File: config.mk
export PLATFORM = sky130hd
export DESIGN_NAME = msr_register_bank
export DESIGN_NICKNAME = d
export VERILOG_FILES = /design/src/design/msr_cfg_store.v /design/src/design/msr_register_bank.v
export VERILOG_INCLUDE_DIRS = /design/src /design/src/design
export SDC_FILE = /design/constraint.sdc
export NUM_CORES = 1
export LEC_CHECK = 0
export BUFFER_PORTS_ARGS = -buffer_cell sky130_fd_sc_hd__buf_2
export CAP_MARGIN = 10
export CORE_MARGIN = 10
export CORE_UTILIZATION = 45
export DETAILED_ROUTE_END_ITERATION = 12
export SKIP_CTS_REPAIR_TIMING = 1
export SKIP_LAST_GASP = 1
export SLEW_MARGIN = 20
export SYNTH_ARGS = -nofsm -noshare
export SYNTH_HDL_FRONTEND = slang
export SYNTH_SLANG_ARGS = --single-unit
File: constraint.sdc
create_clock -name clk -period 9.3 [get_ports clk]
set_clock_uncertainty 0.05 [all_clocks]
set_input_delay 2.79 -clock clk [delete_from_list [all_inputs] [get_ports clk]]
set_output_delay 2.79 -clock clk [all_outputs]
set_load 0.02 [all_outputs]
File: src/design/msr_defines.vh
// Register offsets, reset values, field positions and store indices of the motion register bank.
// Assumes an 8-bit register space reached through a seven-bit serial address.
`ifndef MSR_DEFINES_VH
`define MSR_DEFINES_VH

// Register offsets
`define MSR_A_PRODUCT_ID      7'h00
`define MSR_A_REVISION_ID     7'h01
`define MSR_A_MOTION_STATUS   7'h02
`define MSR_A_X_DISP          7'h03
`define MSR_A_Y_DISP          7'h04
`define MSR_A_SURFACE_QUALITY 7'h05
`define MSR_A_SHUTTER_HIGH    7'h06
`define MSR_A_SHUTTER_LOW     7'h07
`define MSR_A_PIXEL_PEAK      7'h08
`define MSR_A_PIXEL_AVERAGE   7'h09
`define MSR_A_PIXEL_FLOOR     7'h0A
`define MSR_A_PIXEL_CAPTURE   7'h0B
`define MSR_A_SENSOR_CONTROL  7'h0D
`define MSR_A_RUN_REST1_DELAY 7'h0E
`define MSR_A_REST1_INTERVAL  7'h0F
`define MSR_A_REST1_2_DELAY   7'h10
`define MSR_A_REST2_INTERVAL  7'h11
`define MSR_A_REST2_3_DELAY   7'h12
`define MSR_A_REST3_INTERVAL  7'h13
`define MSR_A_WRITE_UNLOCK    7'h21
`define MSR_A_FRAME_GAP       7'h35
`define MSR_A_SOFT_RESET      7'h3A
`define MSR_A_INV_REVISION    7'h3F
`define MSR_A_LIGHT_SOURCE    7'h40
`define MSR_A_MOTION_OUTPUT   7'h41
`define MSR_A_BURST_START     7'h42
`define MSR_A_LIGHT_AUTO      7'h43
`define MSR_A_REST_CONFIG     7'h45
`define MSR_A_BURST_PORT      7'h63

// Reset values
`define MSR_R_ZERO            8'h00
`define MSR_R_SHUTTER_HIGH    8'h01
`define MSR_R_SENSOR_CONTROL  8'h01
`define MSR_R_RUN_REST1_DELAY 8'h46
`define MSR_R_REST1_2_DELAY   8'h4F
`define MSR_R_REST2_INTERVAL  8'h09
`define MSR_R_REST2_3_DELAY   8'h2F
`define MSR_R_REST3_INTERVAL  8'h31
`define MSR_R_FRAME_GAP       8'hF0
`define MSR_R_MOTION_OUTPUT   8'h40
`define MSR_R_BURST_START     8'h03
`define MSR_R_LIGHT_AUTO      8'h08

// Field positions and command values
`define MSR_F_MOTION_FLAG     7
`define MSR_F_WRITE_BIT       7
`define MSR_SOFT_RESET_KEY    8'h5A

// Configuration store indices
`define MSR_CFG_DEPTH         16
`define MSR_I_PIXEL_CAPTURE   4'h0
`define MSR_I_SENSOR_CONTROL  4'h1
`define MSR_I_RUN_REST1_DELAY 4'h2
`define MSR_I_REST1_INTERVAL  4'h3
`define MSR_I_REST1_2_DELAY   4'h4
`define MSR_I_REST2_INTERVAL  4'h5
`define MSR_I_REST2_3_DELAY   4'h6
`define MSR_I_REST3_INTERVAL  4'h7
`define MSR_I_FRAME_GAP       4'h8
`define MSR_I_LIGHT_SOURCE    4'h9
`define MSR_I_MOTION_OUTPUT   4'hA
`define MSR_I_BURST_START     4'hB
`define MSR_I_LIGHT_AUTO      4'hC
`define MSR_I_REST_CONFIG     4'hD

`endif

File: src/design/msr_cfg_store.v
// Configuration store: sixteen byte entries with per-entry reset values.
// Assumes one write port and one read port on the same clock; read data registered.
`timescale 1ns/1ps
`default_nettype none
`include "msr_defines.vh"

module msr_cfg_store (
    input  wire         clk,
    input  wire         rst_n,
    input  wire         soft_clr,
    input  wire         wr_en,
    input  wire [3:0]   wr_idx,
    input  wire [7:0]   wr_data,
    input  wire [3:0]   rd_idx,
    output reg  [7:0]   rd_data,
    output wire [127:0] all_q
);

    function [7:0] dflt;
        input integer idx;
        begin
            case (idx)
                `MSR_I_SENSOR_CONTROL:  dflt = `MSR_R_SENSOR_CONTROL;
                `MSR_I_RUN_REST1_DELAY: dflt = `MSR_R_RUN_REST1_DELAY;
                `MSR_I_REST1_2_DELAY:   dflt = `MSR_R_REST1_2_DELAY;
                `MSR_I_REST2_INTERVAL:  dflt = `MSR_R_REST2_INTERVAL;
                `MSR_I_REST2_3_DELAY:   dflt = `MSR_R_REST2_3_DELAY;
                `MSR_I_REST3_INTERVAL:  dflt = `MSR_R_REST3_INTERVAL;
                `MSR_I_FRAME_GAP:       dflt = `MSR_R_FRAME_GAP;
                `MSR_I_MOTION_OUTPUT:   dflt = `MSR_R_MOTION_OUTPUT;
                `MSR_I_BURST_START:     dflt = `MSR_R_BURST_START;
                `MSR_I_LIGHT_AUTO:      dflt = `MSR_R_LIGHT_AUTO;
                default:                dflt = `MSR_R_ZERO;
            endcase
        end
    endfunction

    genvar g;
    generate
        for (g = 0; g < `MSR_CFG_DEPTH; g = g + 1) begin : ent
            reg [7:0] q;
            // Entries keep host values until a reset of either kind
            always @(posedge clk) begin
                if (!rst_n || soft_clr) begin
                    q <= dflt(g);
                end else if (wr_en && wr_idx == g) begin
                    q <= wr_data;
                end
            end
            assign all_q[g*8 +: 8] = q;
        end
    endgenerate

    always @(posedge clk) begin
        if (!rst_n) begin
            rd_data <= `MSR_R_ZERO;
        end else begin
            rd_data <= all_q[rd_idx*8 +: 8];
        end
    end

endmodule // msr_cfg_store

`default_nettype wire

File: src/design/msr_register_bank.v
// Motion sensor register bank behind a four-wire serial port.
// Assumes serial pins come from another domain and frame results arrive on clk.
//
// Overview of operation
// [RL1] Every register reachable by seven-bit serial address
// [RL2] Status read-only; configuration kept until reset
// [RL3] Motion flag in bit 7, rest zero
// [RL4] Shutter time split high/low, read-only
// [RL5] Burst start selector, default X displacement
// [RL6] Write-unlock register write-only, reads zero
// [RL7] Motion flag set on motion, cleared by X read or status write
// [RL8] X then Y reads stay coherent
// [RL9] Writing 5A to soft reset resets all
// [RL10] Burst port read streams registers from start
// [RL11] Writes to read-only addresses ignored; a write to status still clears the motion flag and X/Y counts
`timescale 1ns/1ps
`default_nettype none
`include "msr_defines.vh"

module msr_register_bank #(
    parameter [7:0] PRODUCT_CODE  = 8'h5C, // Arbitrary value
    parameter [7:0] REVISION_CODE = 8'h03  // Arbitrary value
) (
    input  wire        clk,
    input  wire        rst_n,
    input  wire        sclk,
    input  wire        mosi,
    input  wire        ncs_n,
    output reg         miso,
    output reg         miso_oe,
    input  wire        frame_done,
    input  wire [7:0]  frame_dx,
    input  wire [7:0]  frame_dy,
    input  wire [7:0]  frame_quality,
    input  wire [15:0] frame_shutter,
    input  wire [7:0]  frame_peak,
    input  wire [7:0]  frame_pix_avg,
    input  wire [7:0]  frame_floor,
    output reg         motion_pending,
    output reg  [7:0]  write_unlock,
    output reg  [7:0]  sensor_control,
    output reg  [7:0]  light_source_control,
    output reg  [7:0]  motion_output_control,
    output reg  [7:0]  frame_gap_setting
);

    // Pin synchronisers
    reg        sclk_m;
    reg        sclk_s;
    reg        sclk_d;
    reg        mosi_m;
    reg        mosi_s;
    reg        ncs_m;
    reg        ncs_s;

    // Serial engine
    reg  [2:0] bit_cnt;
    reg  [6:0] shift_in;
    reg        data_phase;
    reg        is_write;
    reg  [6:0] cmd_addr;
    reg        burst_on;
    reg  [6:0] rd_addr;
    reg        rd_go;
    reg        rd_s1;
    reg        rd_s2;
    reg  [7:0] out_sh;
    reg        wr_go;
    reg  [7:0] wr_data;
    reg        soft_q;

    // Motion and frame statistics
    reg  [7:0] acc_x;
    reg  [7:0] acc_y;
    reg  [7:0] snap_x;
    reg  [7:0] snap_y;
    reg        motion_flag;
    reg  [7:0] surface_quality;
    reg  [7:0] shutter_time_high;
    reg  [7:0] shutter_time_low;
    reg  [7:0] pixel_peak;
    reg  [7:0] pixel_average;
    reg  [7:0] pixel_floor;

    wire         clr;
    wire         sclk_rise;
    wire         sclk_fall;
    wire         port_active;
    wire [7:0]   byte_in;
    wire [4:0]   rd_cfg;
    wire [4:0]   wr_cfg;
    wire [7:0]   cfg_rdata;
    wire [127:0] cfg_all;
    wire         snapshot;
    wire         status_wr;
    wire         new_motion;
    reg  [7:0]   read_value;

    assign clr         = !rst_n || soft_q;
    assign sclk_rise   = sclk_s && !sclk_d;
    assign sclk_fall   = !sclk_s && sclk_d;
    assign port_active = !ncs_s;
    assign byte_in     = {shift_in, mosi_s};

    // Maps an address to {valid, store index}
    function [4:0] cfg_index;
        input [6:0] a;
        begin
            case (a)
                `MSR_A_PIXEL_CAPTURE:   cfg_index = {1'b1, `MSR_I_PIXEL_CAPTURE};
                `MSR_A_SENSOR_CONTROL:  cfg_index = {1'b1, `MSR_I_SENSOR_CONTROL};
                `MSR_A_RUN_REST1_DELAY: cfg_index = {1'b1, `MSR_I_RUN_REST1_DELAY};
                `MSR_A_REST1_INTERVAL:  cfg_index = {1'b1, `MSR_I_REST1_INTERVAL};
                `MSR_A_REST1_2_DELAY:   cfg_index = {1'b1, `MSR_I_REST1_2_DELAY};
                `MSR_A_REST2_INTERVAL:  cfg_index = {1'b1, `MSR_I_REST2_INTERVAL};
                `MSR_A_REST2_3_DELAY:   cfg_index = {1'b1, `MSR_I_REST2_3_DELAY};
                `MSR_A_REST3_INTERVAL:  cfg_index = {1'b1, `MSR_I_REST3_INTERVAL};
                `MSR_A_FRAME_GAP:       cfg_index = {1'b1, `MSR_I_FRAME_GAP};
                `MSR_A_LIGHT_SOURCE:    cfg_index = {1'b1, `MSR_I_LIGHT_SOURCE};
                `MSR_A_MOTION_OUTPUT:   cfg_index = {1'b1, `MSR_I_MOTION_OUTPUT};
                `MSR_A_BURST_START:     cfg_index = {1'b1, `MSR_I_BURST_START};
                `MSR_A_LIGHT_AUTO:      cfg_index = {1'b1, `MSR_I_LIGHT_AUTO};
                `MSR_A_REST_CONFIG:     cfg_index = {1'b1, `MSR_I_REST_CONFIG};
                default:                cfg_index = 5'h00;
            endcase
        end
    endfunction

    // Signed add that clips instead of wrapping
    function [7:0] sat_add;
        input [7:0] a;
        input [7:0] b;
        reg   [8:0] s;
        begin
            s = {a[7], a} + {b[7], b};
            if (s[8] != s[7]) begin
                sat_add = s[8] ? 8'h80 : 8'h7F;
            end else begin
                sat_add = s[7:0];
            end
        end
    endfunction

    assign rd_cfg = cfg_index(rd_addr);
    assign wr_cfg = cfg_index(cmd_addr);

    msr_cfg_store u_store (
        .clk      (clk),
        .rst_n    (rst_n),
        .soft_clr (soft_q),
        .wr_en    (wr_go && wr_cfg[4]),
        .wr_idx   (wr_cfg[3:0]),
        .wr_data  (wr_data),
        .rd_idx   (rd_cfg[3:0]),
        .rd_data  (cfg_rdata),
        .all_q    (cfg_all)
    );

    // Two flops on every pin before use
    always @(posedge clk) begin
        if (!rst_n) begin
            sclk_m <= 1'b1;
            sclk_s <= 1'b1;
            sclk_d <= 1'b1;
            mosi_m <= 1'b0;
            mosi_s <= 1'b0;
            ncs_m  <= 1'b1;
            ncs_s  <= 1'b1;
        end else begin
            sclk_m <= sclk;
            sclk_s <= sclk_m;
            sclk_d <= sclk_s;
            mosi_m <= mosi;
            mosi_s <= mosi_m;
            ncs_m  <= ncs_n;
            ncs_s  <= ncs_m;
        end
    end

    // [RL1] Address byte decode
    always @(posedge clk) begin
        if (clr) begin
            bit_cnt    <= 3'd0;
            shift_in   <= 7'h00;
            data_phase <= 1'b0;
            is_write   <= 1'b0;
            cmd_addr   <= 7'h00;
            burst_on   <= 1'b0;
            rd_addr    <= 7'h00;
            rd_go      <= 1'b0;
            wr_go      <= 1'b0;
            wr_data    <= 8'h00;
        end else begin
            rd_go <= 1'b0;
            wr_go <= 1'b0;
            if (!port_active) begin
                // Raising the select ends any command or burst
                bit_cnt    <= 3'd0;
                data_phase <= 1'b0;
                burst_on   <= 1'b0;
            end else if (sclk_rise) begin
                shift_in <= byte_in[6:0];
                bit_cnt  <= bit_cnt + 3'd1;
                if (bit_cnt == 3'd7) begin
                    if (!data_phase) begin
                        cmd_addr   <= byte_in[6:0];
                        is_write   <= byte_in[`MSR_F_WRITE_BIT];
                        data_phase <= 1'b1;
                        if (!byte_in[`MSR_F_WRITE_BIT]) begin
                            rd_go <= 1'b1;
                            // [RL5] [RL10] Burst begins at selector
                            if (byte_in[6:0] == `MSR_A_BURST_PORT) begin
                                burst_on <= 1'b1;
                                rd_addr  <= cfg_all[`MSR_I_BURST_START*8 +: 7];
                            end else begin
                                rd_addr <= byte_in[6:0];
                            end
                        end
                    end else if (burst_on) begin
                        // [RL10] Next register, no address
                        rd_addr <= rd_addr + 7'd1;
                        rd_go   <= 1'b1;
                    end else begin
                        data_phase <= 1'b0;
                        if (is_write) begin
                            wr_go   <= 1'b1;
                            wr_data <= byte_in;
                        end
                    end
                end
            end
        end
    end

    // [RL9] Soft reset key
    always @(posedge clk) begin
        if (!rst_n) begin
            soft_q <= 1'b0;
        end else begin
            soft_q <= wr_go && cmd_addr == `MSR_A_SOFT_RESET && wr_data == `MSR_SOFT_RESET_KEY;
        end
    end

    // [RL6] Unlock stored, never read back
    always @(posedge clk) begin
        if (clr) begin
            write_unlock <= `MSR_R_ZERO;
        end else if (wr_go && cmd_addr == `MSR_A_WRITE_UNLOCK) begin
            write_unlock <= wr_data;
        end
    end

    // [RL8] Snapshot taken when X is fetched
    assign snapshot   = rd_s1 && rd_addr == `MSR_A_X_DISP;
    assign status_wr  = wr_go && cmd_addr == `MSR_A_MOTION_STATUS;
    assign new_motion = frame_done && (frame_dx != 8'h00 || frame_dy != 8'h00);

    always @(posedge clk) begin
        if (clr || status_wr) begin
            acc_x  <= `MSR_R_ZERO;
            acc_y  <= `MSR_R_ZERO;
            snap_x <= `MSR_R_ZERO;
            snap_y <= `MSR_R_ZERO;
        end else if (snapshot) begin
            // New frame motion lands in the emptied accumulator
            snap_x <= acc_x;
            snap_y <= acc_y;
            acc_x  <= frame_done ? frame_dx : 8'h00;
            acc_y  <= frame_done ? frame_dy : 8'h00;
        end else if (frame_done) begin
            acc_x <= sat_add(acc_x, frame_dx);
            acc_y <= sat_add(acc_y, frame_dy);
        end
    end

    // [RL7] Set wins over report clear
    always @(posedge clk) begin
        if (clr) begin
            motion_flag <= 1'b0;
        end else if (new_motion) begin
            motion_flag <= 1'b1;
        end else if (snapshot || status_wr) begin
            motion_flag <= 1'b0;
        end
    end

    // [RL4] Frame statistics, host cannot write
    always @(posedge clk) begin
        if (clr) begin
            surface_quality   <= `MSR_R_ZERO;
            shutter_time_high <= `MSR_R_SHUTTER_HIGH;
            shutter_time_low  <= `MSR_R_ZERO;
            pixel_peak        <= `MSR_R_ZERO;
            pixel_average     <= `MSR_R_ZERO;
            pixel_floor       <= `MSR_R_ZERO;
        end else if (frame_done) begin
            surface_quality   <= frame_quality;
            shutter_time_high <= frame_shutter[15:8];
            shutter_time_low  <= frame_shutter[7:0];
            pixel_peak        <= frame_peak;
            pixel_average     <= frame_pix_avg;
            pixel_floor       <= frame_floor;
        end
    end

    // [RL2] Read value selection
    always @* begin
        read_value = 8'h00;
        if (rd_cfg[4]) begin
            read_value = cfg_rdata;
        end else begin
            case (rd_addr)
                `MSR_A_PRODUCT_ID:      read_value = PRODUCT_CODE;
                `MSR_A_REVISION_ID:     read_value = REVISION_CODE;
                // [RL3] Flag in top bit only
                `MSR_A_MOTION_STATUS:   read_value = {motion_flag, 7'h00};
                `MSR_A_X_DISP:          read_value = snap_x;
                `MSR_A_Y_DISP:          read_value = snap_y;
                `MSR_A_SURFACE_QUALITY: read_value = surface_quality;
                `MSR_A_SHUTTER_HIGH:    read_value = shutter_time_high;
                `MSR_A_SHUTTER_LOW:     read_value = shutter_time_low;
                `MSR_A_PIXEL_PEAK:      read_value = pixel_peak;
                `MSR_A_PIXEL_AVERAGE:   read_value = pixel_average;
                `MSR_A_PIXEL_FLOOR:     read_value = pixel_floor;
                `MSR_A_INV_REVISION:    read_value = ~REVISION_CODE;
                default:                read_value = 8'h00;
            endcase
        end
    end

    // Read pipeline: three clocks, one clock short of half an SCLK period
    always @(posedge clk) begin
        if (clr) begin
            rd_s1   <= 1'b0;
            rd_s2   <= 1'b0;
            out_sh  <= 8'h00;
            miso    <= 1'b0;
            miso_oe <= 1'b0;
        end else begin
            rd_s1   <= rd_go;
            rd_s2   <= rd_s1;
            miso_oe <= port_active;
            if (rd_s2) begin
                out_sh <= read_value;
            end else if (port_active && sclk_fall && data_phase && !is_write) begin
                miso   <= out_sh[7];
                out_sh <= {out_sh[6:0], 1'b0};
            end
            if (!port_active) begin
                miso <= 1'b0;
            end
        end
    end

    // [RL11] Only mapped writable entries reach outputs
    always @(posedge clk) begin
        if (clr) begin
            motion_pending        <= 1'b0;
            sensor_control        <= `MSR_R_SENSOR_CONTROL;
            light_source_control  <= `MSR_R_ZERO;
            motion_output_control <= `MSR_R_MOTION_OUTPUT;
            frame_gap_setting     <= `MSR_R_FRAME_GAP;
        end else begin
            motion_pending        <= motion_flag;
            sensor_control        <= cfg_all[`MSR_I_SENSOR_CONTROL*8 +: 8];
            light_source_control  <= cfg_all[`MSR_I_LIGHT_SOURCE*8 +: 8];
            motion_output_control <= cfg_all[`MSR_I_MOTION_OUTPUT*8 +: 8];
            frame_gap_setting     <= cfg_all[`MSR_I_FRAME_GAP*8 +: 8];
        end
    end

endmodule // msr_register_bank

`default_nettype wire

==> impl_metrics.ini, run 1 <==
[sta]
fin_setup_tns_ns = 0
grt_setup_unrepaired = false
hold_viol = 0
setup_viol = 0
max_freq_mhz = 205
slew_viol_final = 0
worst_pin_slew_ns = 1.06
maxSlewHeadroom = 0.293
layout_min_cycle_time_ns = 4.89
layout_worst_path_cycle_share = 0.526

[detailed_routing]
ant_nets = 0
drtIter0Drc = 693
viasPerCell = 5.64
drc = 0
vias = 11500
drt_pre_antenna_iters = 5
wl_per_cell_um = 19.0
finalWirelength_mm = 38.7

[cts]
cts_tree = built
clk_path_buf_depth = 3
clock_latency_ns = 0.52
cts.clk_slew.worst_paths_ns = 0.06
clock-sinks = 315
cts_made_buffers = 34
root_buffer = clkbuf_16
htreeDepth = 2

[critical_path]
worstPathMaxFanout = 61
endpoint_kind = flip-flop
critical_path_class = in -> reg
required_ns = 9.69
cp-start-kind = input pin
worstPathArrival_ns = 5.28

[grt]
grt_overflow = 0
grt_usage = 0.194
first_global_vias = 10800
antenna_found_initial = 0
grt_max_degree = 82
grt_pass1_wl_mm = 61.1

[logic_synthesis]
avgSynthCellArea_um2 = 8.93
yosys_warnings = 0
synthCells = 1586
synth_edf_count = 0
ys_types = 78
netlist_area_um2 = 14200
ys.flop_type = dfxtp_1
synthesis.nets = 1680
synth-seq-cells = 315
ys_seq_area_frac = 0.445
async_reset_ff_frac = 0

[finish]
drive_above_1_share = 0.130
diodes = 0
final_common_cell = dfxtp_1
nNetsFinal = 1717
mostFrequentLayoutCells = 315 x dfxtp_1, 180 x nor2_1, 179 x mux2i_1
fin_area_um2 = 15800
final_util = 0.512
area_growth_pct = 11.6
n_fill_cell = 2929

[placed_design]
dpl_cell_area_um2 = 14800
gp_congestion = 0.867
hpwlAfterDp_mm = 26.7
io_buffers = 112

[power_and_ir_drop]
ir_drop_mv = 0.131
p_leak_uw = 0.00686
powerDensity_nw_per_um2 = 183

[min_path]
hp-class = reg -> reg

[floorplanning]
core-area_um2 = 30800
die_h_um = 197
die_x_um = 197
rows = 64
dieArea_um2 = 39000
ios = 113
initial_core_util = 0.459

[run]
drv_cap = 0

[run_status]
status = complete, no violations
[cell type report]
class                           instances  area [um^2]  share of cell area
Tap cell                              396          495              0.0314
Sequential cell                       315         6310               0.399
Inverter                               39          146             0.00927
Clock inverter                          2         10.0            0.000634
Multi-Input combinational cell       1113         7190               0.455
Timing Repair Buffer                  120          623              0.0394
Clock buffer                           52         1020              0.0647
[stage by stage]
stage	hold slack, ns	worst slack (ns)	total power (uW)	std cells
floorplan	0.336	4.28	1590	1586
global placement	0.342	3.92	1650	1983
detailed placement	0.354	3.88	1650	1983
CTS	0.369	4.40	2920	2037
global route	0.388	4.19	3010	2037
finish	0.369	4.41	2890	2037
[cell usage after synthesis, drive strengths merged (8+ instances only)]
master	count	share of area
nand2	134	0.036
and2	33	0.015
a31oi	17	0.0075
nand3	71	0.026
nor4	8	0.0035
mux2	15	0.012
nor2b	20	0.0088
o22ai	26	0.011
nand4	11	0.0053
and3	11	0.0049
buf	47	0.019
mux2i	179	0.13
a221oi	8	0.0058
dfxtp	315	0.45
a22oi	19	0.010
ha	22	0.019
a211oi	13	0.0069
nor3	37	0.015
nor2	180	0.048
xnor2	8	0.0049
clkbuf	72	0.019
nand2b	20	0.0088
inv	39	0.010
o21ai	107	0.040
a21oi	78	0.028
[cells by family after synthesis]
family | share of synthesized area
XOR/XNOR | 0.00557
buffers and inverters | 0.0486
adder cells (fa/ha/maj) | 0.0223
AO/OA/AOI/OAI | 0.141
flip-flops | 0.445
multiplexers | 0.138
AND/OR/NAND/NOR | 0.198
[state kept, by name (all words and copies together), names as in the netlist, 3 cells and up]
register               count
write_unlock               8
out_sh                     8
snap_x                     8
sensor_control             8
shutter_time_low           8
u_store.ent.q            128
bit_cnt                    3
acc_x                      8
shift_in                   7
u_store.rd_data            8
shutter_time_high          8
motion_output_control      8
frame_gap_setting          8
pixel_average              8
light_source_control       8
wr_data                    8
acc_y                      8
pixel_peak                 8
snap_y                     8
surface_quality            8
cmd_addr                   7
rd_addr                    7
pixel_floor                8
[path summary, 6_finish.rpt]
path	start	endpoint	slack [ns]	cells after the start
min	ncs_m	ncs_s	0.37	1
max reg2reg	rd_addr[4]	acc_y[2]	5.78	8
min reg2reg	ncs_m	ncs_s	0.37	1
max	rst_n	acc_y[6]	4.41	6
[worst max-delay path, cell delays in order]
cell	delay (ns)
buf_2	0.33
nor2b_4	0.21
buf_4	0.46
nand2_1	0.75
or3_1	0.58
a21oi_1	0.11
[where the power goes]
| part | internal [uW] | switching [uW] |
|---|---|---|
| Combinational | 95.7 | 131 |
| Sequential | 1380 | 20.4 |
| Clock | 751 | 519 |
[metal layers]
metal	wire length [um]	global-route usage	share of wire	up-vias
met5	0	0	0	-
met3	2190	0.0329	0.057	57
met4	808	0.0527	0.021	0
met2	17900	0.313	0.46	324
li1	-	-	-	5664
met1	17800	0.262	0.46	5450
(Power assumes the default switching activity.)
==> run 2, diff against run 1 <==
--- a/config.mk
+++ b/config.mk
@@ -6,6 +6,7 @@
 export SDC_FILE = /design/constraint.sdc
 export NUM_CORES = 1
 export LEC_CHECK = 0
+export ABC_AREA = 1
 export BUFFER_PORTS_ARGS = -buffer_cell sky130_fd_sc_hd__buf_2
 export CAP_MARGIN = 10
 export CORE_MARGIN = 10
==> constraint.sdc (replaced) <==
create_clock -name clk -period 4.65 [get_ports clk]
set_clock_uncertainty 0.05 [all_clocks]
set_input_delay 1.395 -clock clk [delete_from_list [all_inputs] [get_ports clk]]
set_output_delay 1.395 -clock clk [all_outputs]
set_load 0.02 [all_outputs]
==> impl_metrics.ini, run 2 <==
[run_status]
status = complete, no violations

[logic_synthesis]
yosysMostFrequentCell = nand2_1
ys_types = 42
synth-seq-cells = 315
ys_top_cells_by_count = 497 x nand2_1, 315 x dfxtp_1, 254 x inv_1
yosys_warnings = 0
ys.flop_type = dfxtp_1
synthesis.nets = 2138
netlist_area_um2 = 14400
async_reset_ff_frac = 0
synth_area_leader_cell = dfxtp_1
ys_seq_area_frac = 0.439
synthCells = 2044
avgSynthCellArea_um2 = 7.04
synth_edf_count = 0
synth_top_cell_area_share = 0.439
synthTopCellsByArea = dfxtp_1 44%, nand2_1 13%, a21oi_1 8.2%, inv_1 6.6%, nand3_1 6.4%

[finish]
regMostFlops = u_store.ent.q
diodes = 0
final_common_cell = nand2_1
largest_reg_flops = 128
instances_no_fill = 2539
n_fill_cell = 3198
multiInputGateArea_um2 = 6620
fin_area_um2 = 16400
regArea_um2 = 6310
nNetsFinal = 2203
area_growth_pct = 13.8
mostFrequentLayoutCells = 497 x nand2_1, 315 x dfxtp_1, 254 x inv_1
drive_above_1_share = 0.115

[run]
drv_cap = 0

[sta]
slew_viol_final = 0
layout_min_cycle_time_ns = 3.24
fin_setup_tns_ns = 0
maxSlewHeadroom = 0.347
worst_pin_slew_ns = 0.978
hold_viol = 0
whs_ns = 0.359
setup_viol = 0
layout_worst_path_cycle_share = 0.697
grt_setup_unrepaired = false
max_freq_mhz = 309

[grt]
grt_overflow = 0
grt_max_degree = 115
grt_usage = 0.211
first_global_vias = 12200
grt_pass1_wl_mm = 66.8
antenna_found_initial = 0

[detailed_routing]
finalWirelength_mm = 43.1
drc = 0
met1Wirelength_mm = 20.8
drtIter0Drc = 1146
wl_met3_mm = 2.69
viasPerCell = 5.23
ant_nets = 0
drt_pre_antenna_iters = 7
vias = 13300
top_layer = met4
wl_per_cell_um = 17.0
wl_met2_mm = 18.7

[power_and_ir_drop]
power_uw = 6260
ir_drop_mv = 0.233
p_leak_uw = 0.00721
powerDensity_nw_per_um2 = 383

[placed_design]
placedCellCount = 2473
dpl_cell_area_um2 = 15100
gp_congestion = 0.890
io_buffers = 112
hpwlAfterDp_mm = 30.0

[cts]
clk_path_buf_depth = 3
clock_latency_ns = 0.53
htreeDepth = 2
root_buffer = clkbuf_16
cts.clk_slew.worst_paths_ns = 0.06
clock-sinks = 315
cts_tree = built
cts_made_buffers = 36

[critical_path]
critical_path.max_stage_delay_ns = 0.53
worstPathCellList = inv_1 > ha_1 > nand3_1 > nand2_1 > nand2_1 > nand2_4 > inv_2 > nand2_1 > buf_4 > nand2_1 > nand3_1 > nand3_1 > nand3_1 > a21oi_1
cp_num_buf_inv = 3
required_ns = 4.97
endpoint_kind = flip-flop
crit_family = simple AND/OR/NAND/NOR gates
critical_path_class = reg -> reg
worstPathArrival_ns = 3.56
rrSetupSlack_ns = 1.41
cp-start-kind = flip-flop
worstPathMaxFanout = 52
slowest_stage = buf_4

[floorplanning]
die_x_um = 199
rows = 65
initial_core_util = 0.456
dieArea_um2 = 39500
ios = 113
die_h_um = 199
core-area_um2 = 31600

[min_path]
hp-class = reg -> reg
==> run 2: changes by cell type after synthesis, sizes merged, moves of 33 or more <==
| cell | previous run | this run |
|---|---|---|
| a21oi | 78 | 236 |
| inv | 39 | 266 |
| nand3 | 71 | 188 |
| and2 | 33 | 0 |
| nand2 | 134 | 507 |
| o21ai | 107 | 146 |
| mux2i | 179 | 0 |
| nor2 | 180 | 142 |
==> run 2: final timing paths <==
| check | cells past startpoint | startpoint | endpoint |
|---|---|---|---|
| max | 14 | rd_addr[1] | u_store.rd_data[0] |
| max reg2reg | 14 | rd_addr[1] | u_store.rd_data[0] |
| min reg2reg | 2 | rd_go | rd_s1 |
| min | 2 | rd_go | rd_s1 |
==> run 2: worst register-to-register path: stages (launching register included) <==
cell	delay, ns
dfxtp_1	0.35
inv_1	0.10
ha_1	0.27
nand3_1	0.22
nand2_1	0.12
nand2_1	0.09
nand2_4	0.17
inv_2	0.13
nand2_1	0.19
buf_4	0.53
nand2_1	0.34
nand3_1	0.14
nand3_1	0.10
nand3_1	0.18
a21oi_1	0.11
==> run 2: final cells by class <==
class / instances / area share
Inverter: 269 / 0.0621
Clock buffer: 56 / 0.0689
Timing Repair Buffer: 126 / 0.0414
Tap cell: 402 / 0.0307
Multi-Input combinational cell: 1361 / 0.405
Clock inverter: 10 / 0.00658
Sequential cell: 315 / 0.385
==> run 2: stage by stage <==
stage               utilization  setup slack [ns]
floorplan                     -              1.59
global placement          0.479              1.29
detailed placement        0.479              1.23
CTS                       0.518              1.57
global route              0.519              1.20
finish                    0.519              1.41
==> run 2: report_power, final <==
group / switching (uW) / internal (uW)
Clock: 1130 / 1780
Combinational: 329 / 208
Sequential: 51.1 / 2760
Total: 1510 / 4750
==> run 2: layer usage <==
metal	vias to the layer above	track usage
met5	-	0
met4	0	0.0534
met2	351	0.318
met3	67	0.0363
met1	6152	0.302
li1	6719	-
==> run 2: cell families (layout without fill, tap and decap cells) <==
family	count (synthesis)	in the layout	synth area share
compound gates	445	445	0.166
xor+xnor	10	10	0.00609
fa+ha+maj	24	24	0.0219
buf+inv	368	461	0.104
flops	315	315	0.439
simple gates	882	882	0.263
==> run 3, diff against run 2 <==
--- a/config.mk
+++ b/config.mk
@@ -6,7 +6,7 @@
 export SDC_FILE = /design/constraint.sdc
 export NUM_CORES = 1
 export LEC_CHECK = 0
-export ABC_AREA = 1
+export ABC_AREA = 0
 export BUFFER_PORTS_ARGS = -buffer_cell sky130_fd_sc_hd__buf_2
 export CAP_MARGIN = 10
 export CORE_MARGIN = 10
==> constraint.sdc (replaced) <==
create_clock -name clk -period 3.2 [get_ports clk]
set_clock_uncertainty 0.05 [all_clocks]
set_input_delay 0.96 -clock clk [delete_from_list [all_inputs] [get_ports clk]]
set_output_delay 0.96 -clock clk [all_outputs]
set_load 0.02 [all_outputs]
==> impl_metrics.ini, run 3 (synthesized netlist as in run 1, its figures left out) <==
[sta]
grt_setup_unrepaired = false
fin_setup_tns_ns = 0
maxSlewHeadroom = 0.422
setup_viol = 0
layout_min_cycle_time_ns = 2.96
whs_ns = 0.352
hold_viol = 0
max_freq_mhz = 337
worst_pin_slew_ns = 0.864
slew_viol_final = 0
layout_worst_path_cycle_share = 0.926

[grt]
grt_pass1_wl_mm = 62.9
antenna_found_initial = 0
grt_overflow = 0
first_global_vias = 11400
grt_usage = 0.200
grt_max_degree = 73

[placed_design]
placedCellCount = 2034
hpwlAfterDp_mm = 28.4
io_buffers = 112
gp_congestion = 0.891
dpl_cell_area_um2 = 15200

[floorplanning]
ios = 113
initial_core_util = 0.459
rows = 64
core-area_um2 = 30800
dieArea_um2 = 39000
die_x_um = 197
die_h_um = 197

[cts]
htreeDepth = 2
clock_latency_ns = 0.53
cts.clk_slew.worst_paths_ns = 0.06
clock-sinks = 315
root_buffer = clkbuf_16
clk_path_buf_depth = 3
cts_tree = built
cts_made_buffers = 34

[finish]
fin_area_um2 = 16500
mostFrequentLayoutCells = 315 x dfxtp_1, 180 x nor2_1, 179 x mux2i_1
final_common_cell = dfxtp_1
instances_no_fill = 2096
largest_reg_flops = 128
nNetsFinal = 1768
final_util = 0.536
area_growth_pct = 16.7
drive_above_1_share = 0.165
diodes = 0
regMostFlops = u_store.ent.q

[critical_path]
timing.rr.end = u_store.rd_data[6]
critical_path_class = reg -> reg
cp-start-kind = flip-flop
endpoint_kind = flip-flop
cp-endpoint = u_store.rd_data[6]
rrSetupSlack_ns = 0.24
cpMostUsedCell = nor2_1
slowest_stage = or4b_4
critical_path.max_stage_delay_ns = 0.64
worstPathArrival_ns = 3.29
r2r_cells = 8
worstPathCellList = or4b_4 > and2b_1 > nor2_1 > buf_4 > nor2_1 > a22oi_1 > o21ai_0 > o21ai_1
r2r-start = rd_addr[3]
required_ns = 3.52
worstPathMaxFanout = 15
critPathLaunch = rd_addr[3]

[detailed_routing]
drc = 0
ant_nets = 0
viasPerCell = 5.63
drt_pre_antenna_iters = 6
finalWirelength_mm = 39.9
vias = 11800
drtIter0Drc = 792
wl_per_cell_um = 19.1

[run]
drv_cap = 0

[power_and_ir_drop]
p_leak_uw = 0.00726
ir_drop_mv = 0.357
powerDensity_nw_per_um2 = 561

[run_status]
status = complete, no violations

[min_path]
hp-class = reg -> reg
## run 3: cell types whose count changed in the layout (fill, tap and decap cells not counted), moves of 41 or more
cell     previous run  this run
a21oi_1           235        77
buf_4              13        54
inv_1             254        39
mux2i_1             0       179
nand2_1           497       134
nand3_1           185        69
nor2_1            124       180
o21ai_0           145        88
## run 3: how the worst min path moves through the flow
stage	slack (ns)	start	end	cells after the start
after floorplan	0.34	ncs_m	ncs_s	1
after global placement	0.34	ncs_m	ncs_s	1
after detailed placement	0.35	sclk_m	sclk_s	1
after CTS	0.36	sclk_m	sclk_s	1
after global routing	0.37	ncs_m	ncs_s	1
final	0.35	sclk_m	sclk_s	1
## run 3: worst max-delay path, delay by kind of cell, from the launching register on
family | cells | cell delay [ns]
buffers and inverters | 1 | 0.17
and+or+nand+nor | 4 | 1.47
AOI/OAI and AO/OA | 3 | 0.64
DFF | 1 | 0.48
## run 3: area by class of cell
class | count | area [um^2]
inverter | 39 | 146
fill | 2896 | 14300
clock inverter | 18 | 342
tap | 396 | 495
sequential | 315 | 6310
timing repair buffer | 171 | 1080
multi-input combinational | 1113 | 7190
clock buffer | 44 | 958
## run 3: routing by layer
layer	vias to the layer above	part of all wire	global-route usage
li1	5793	-	-
met1	5646	0.46	0.261
met2	293	0.47	0.334
met3	63	0.051	0.0317
met4	0	0.022	0.0553
met5	-	0	0
## run 3: where the power goes
part,switching [uW],total [uW],internal [uW]
clock network,1650,4500,2860
registers,62.4,4060,4000
logic,387,698,311
total,2090,9260,7170
## run 3: stage by stage
stage | worst slack (ns) | power (uW)
6_report | 0.236 | 9260
3_3_place_gp | -0.0851 | 4840
3_5_place_dp | -0.171 | 4840
4_1_cts | 0.318 | 9350
2_1_floorplan | 0.0128 | 4620
5_1_grt | 0.116 | 9600
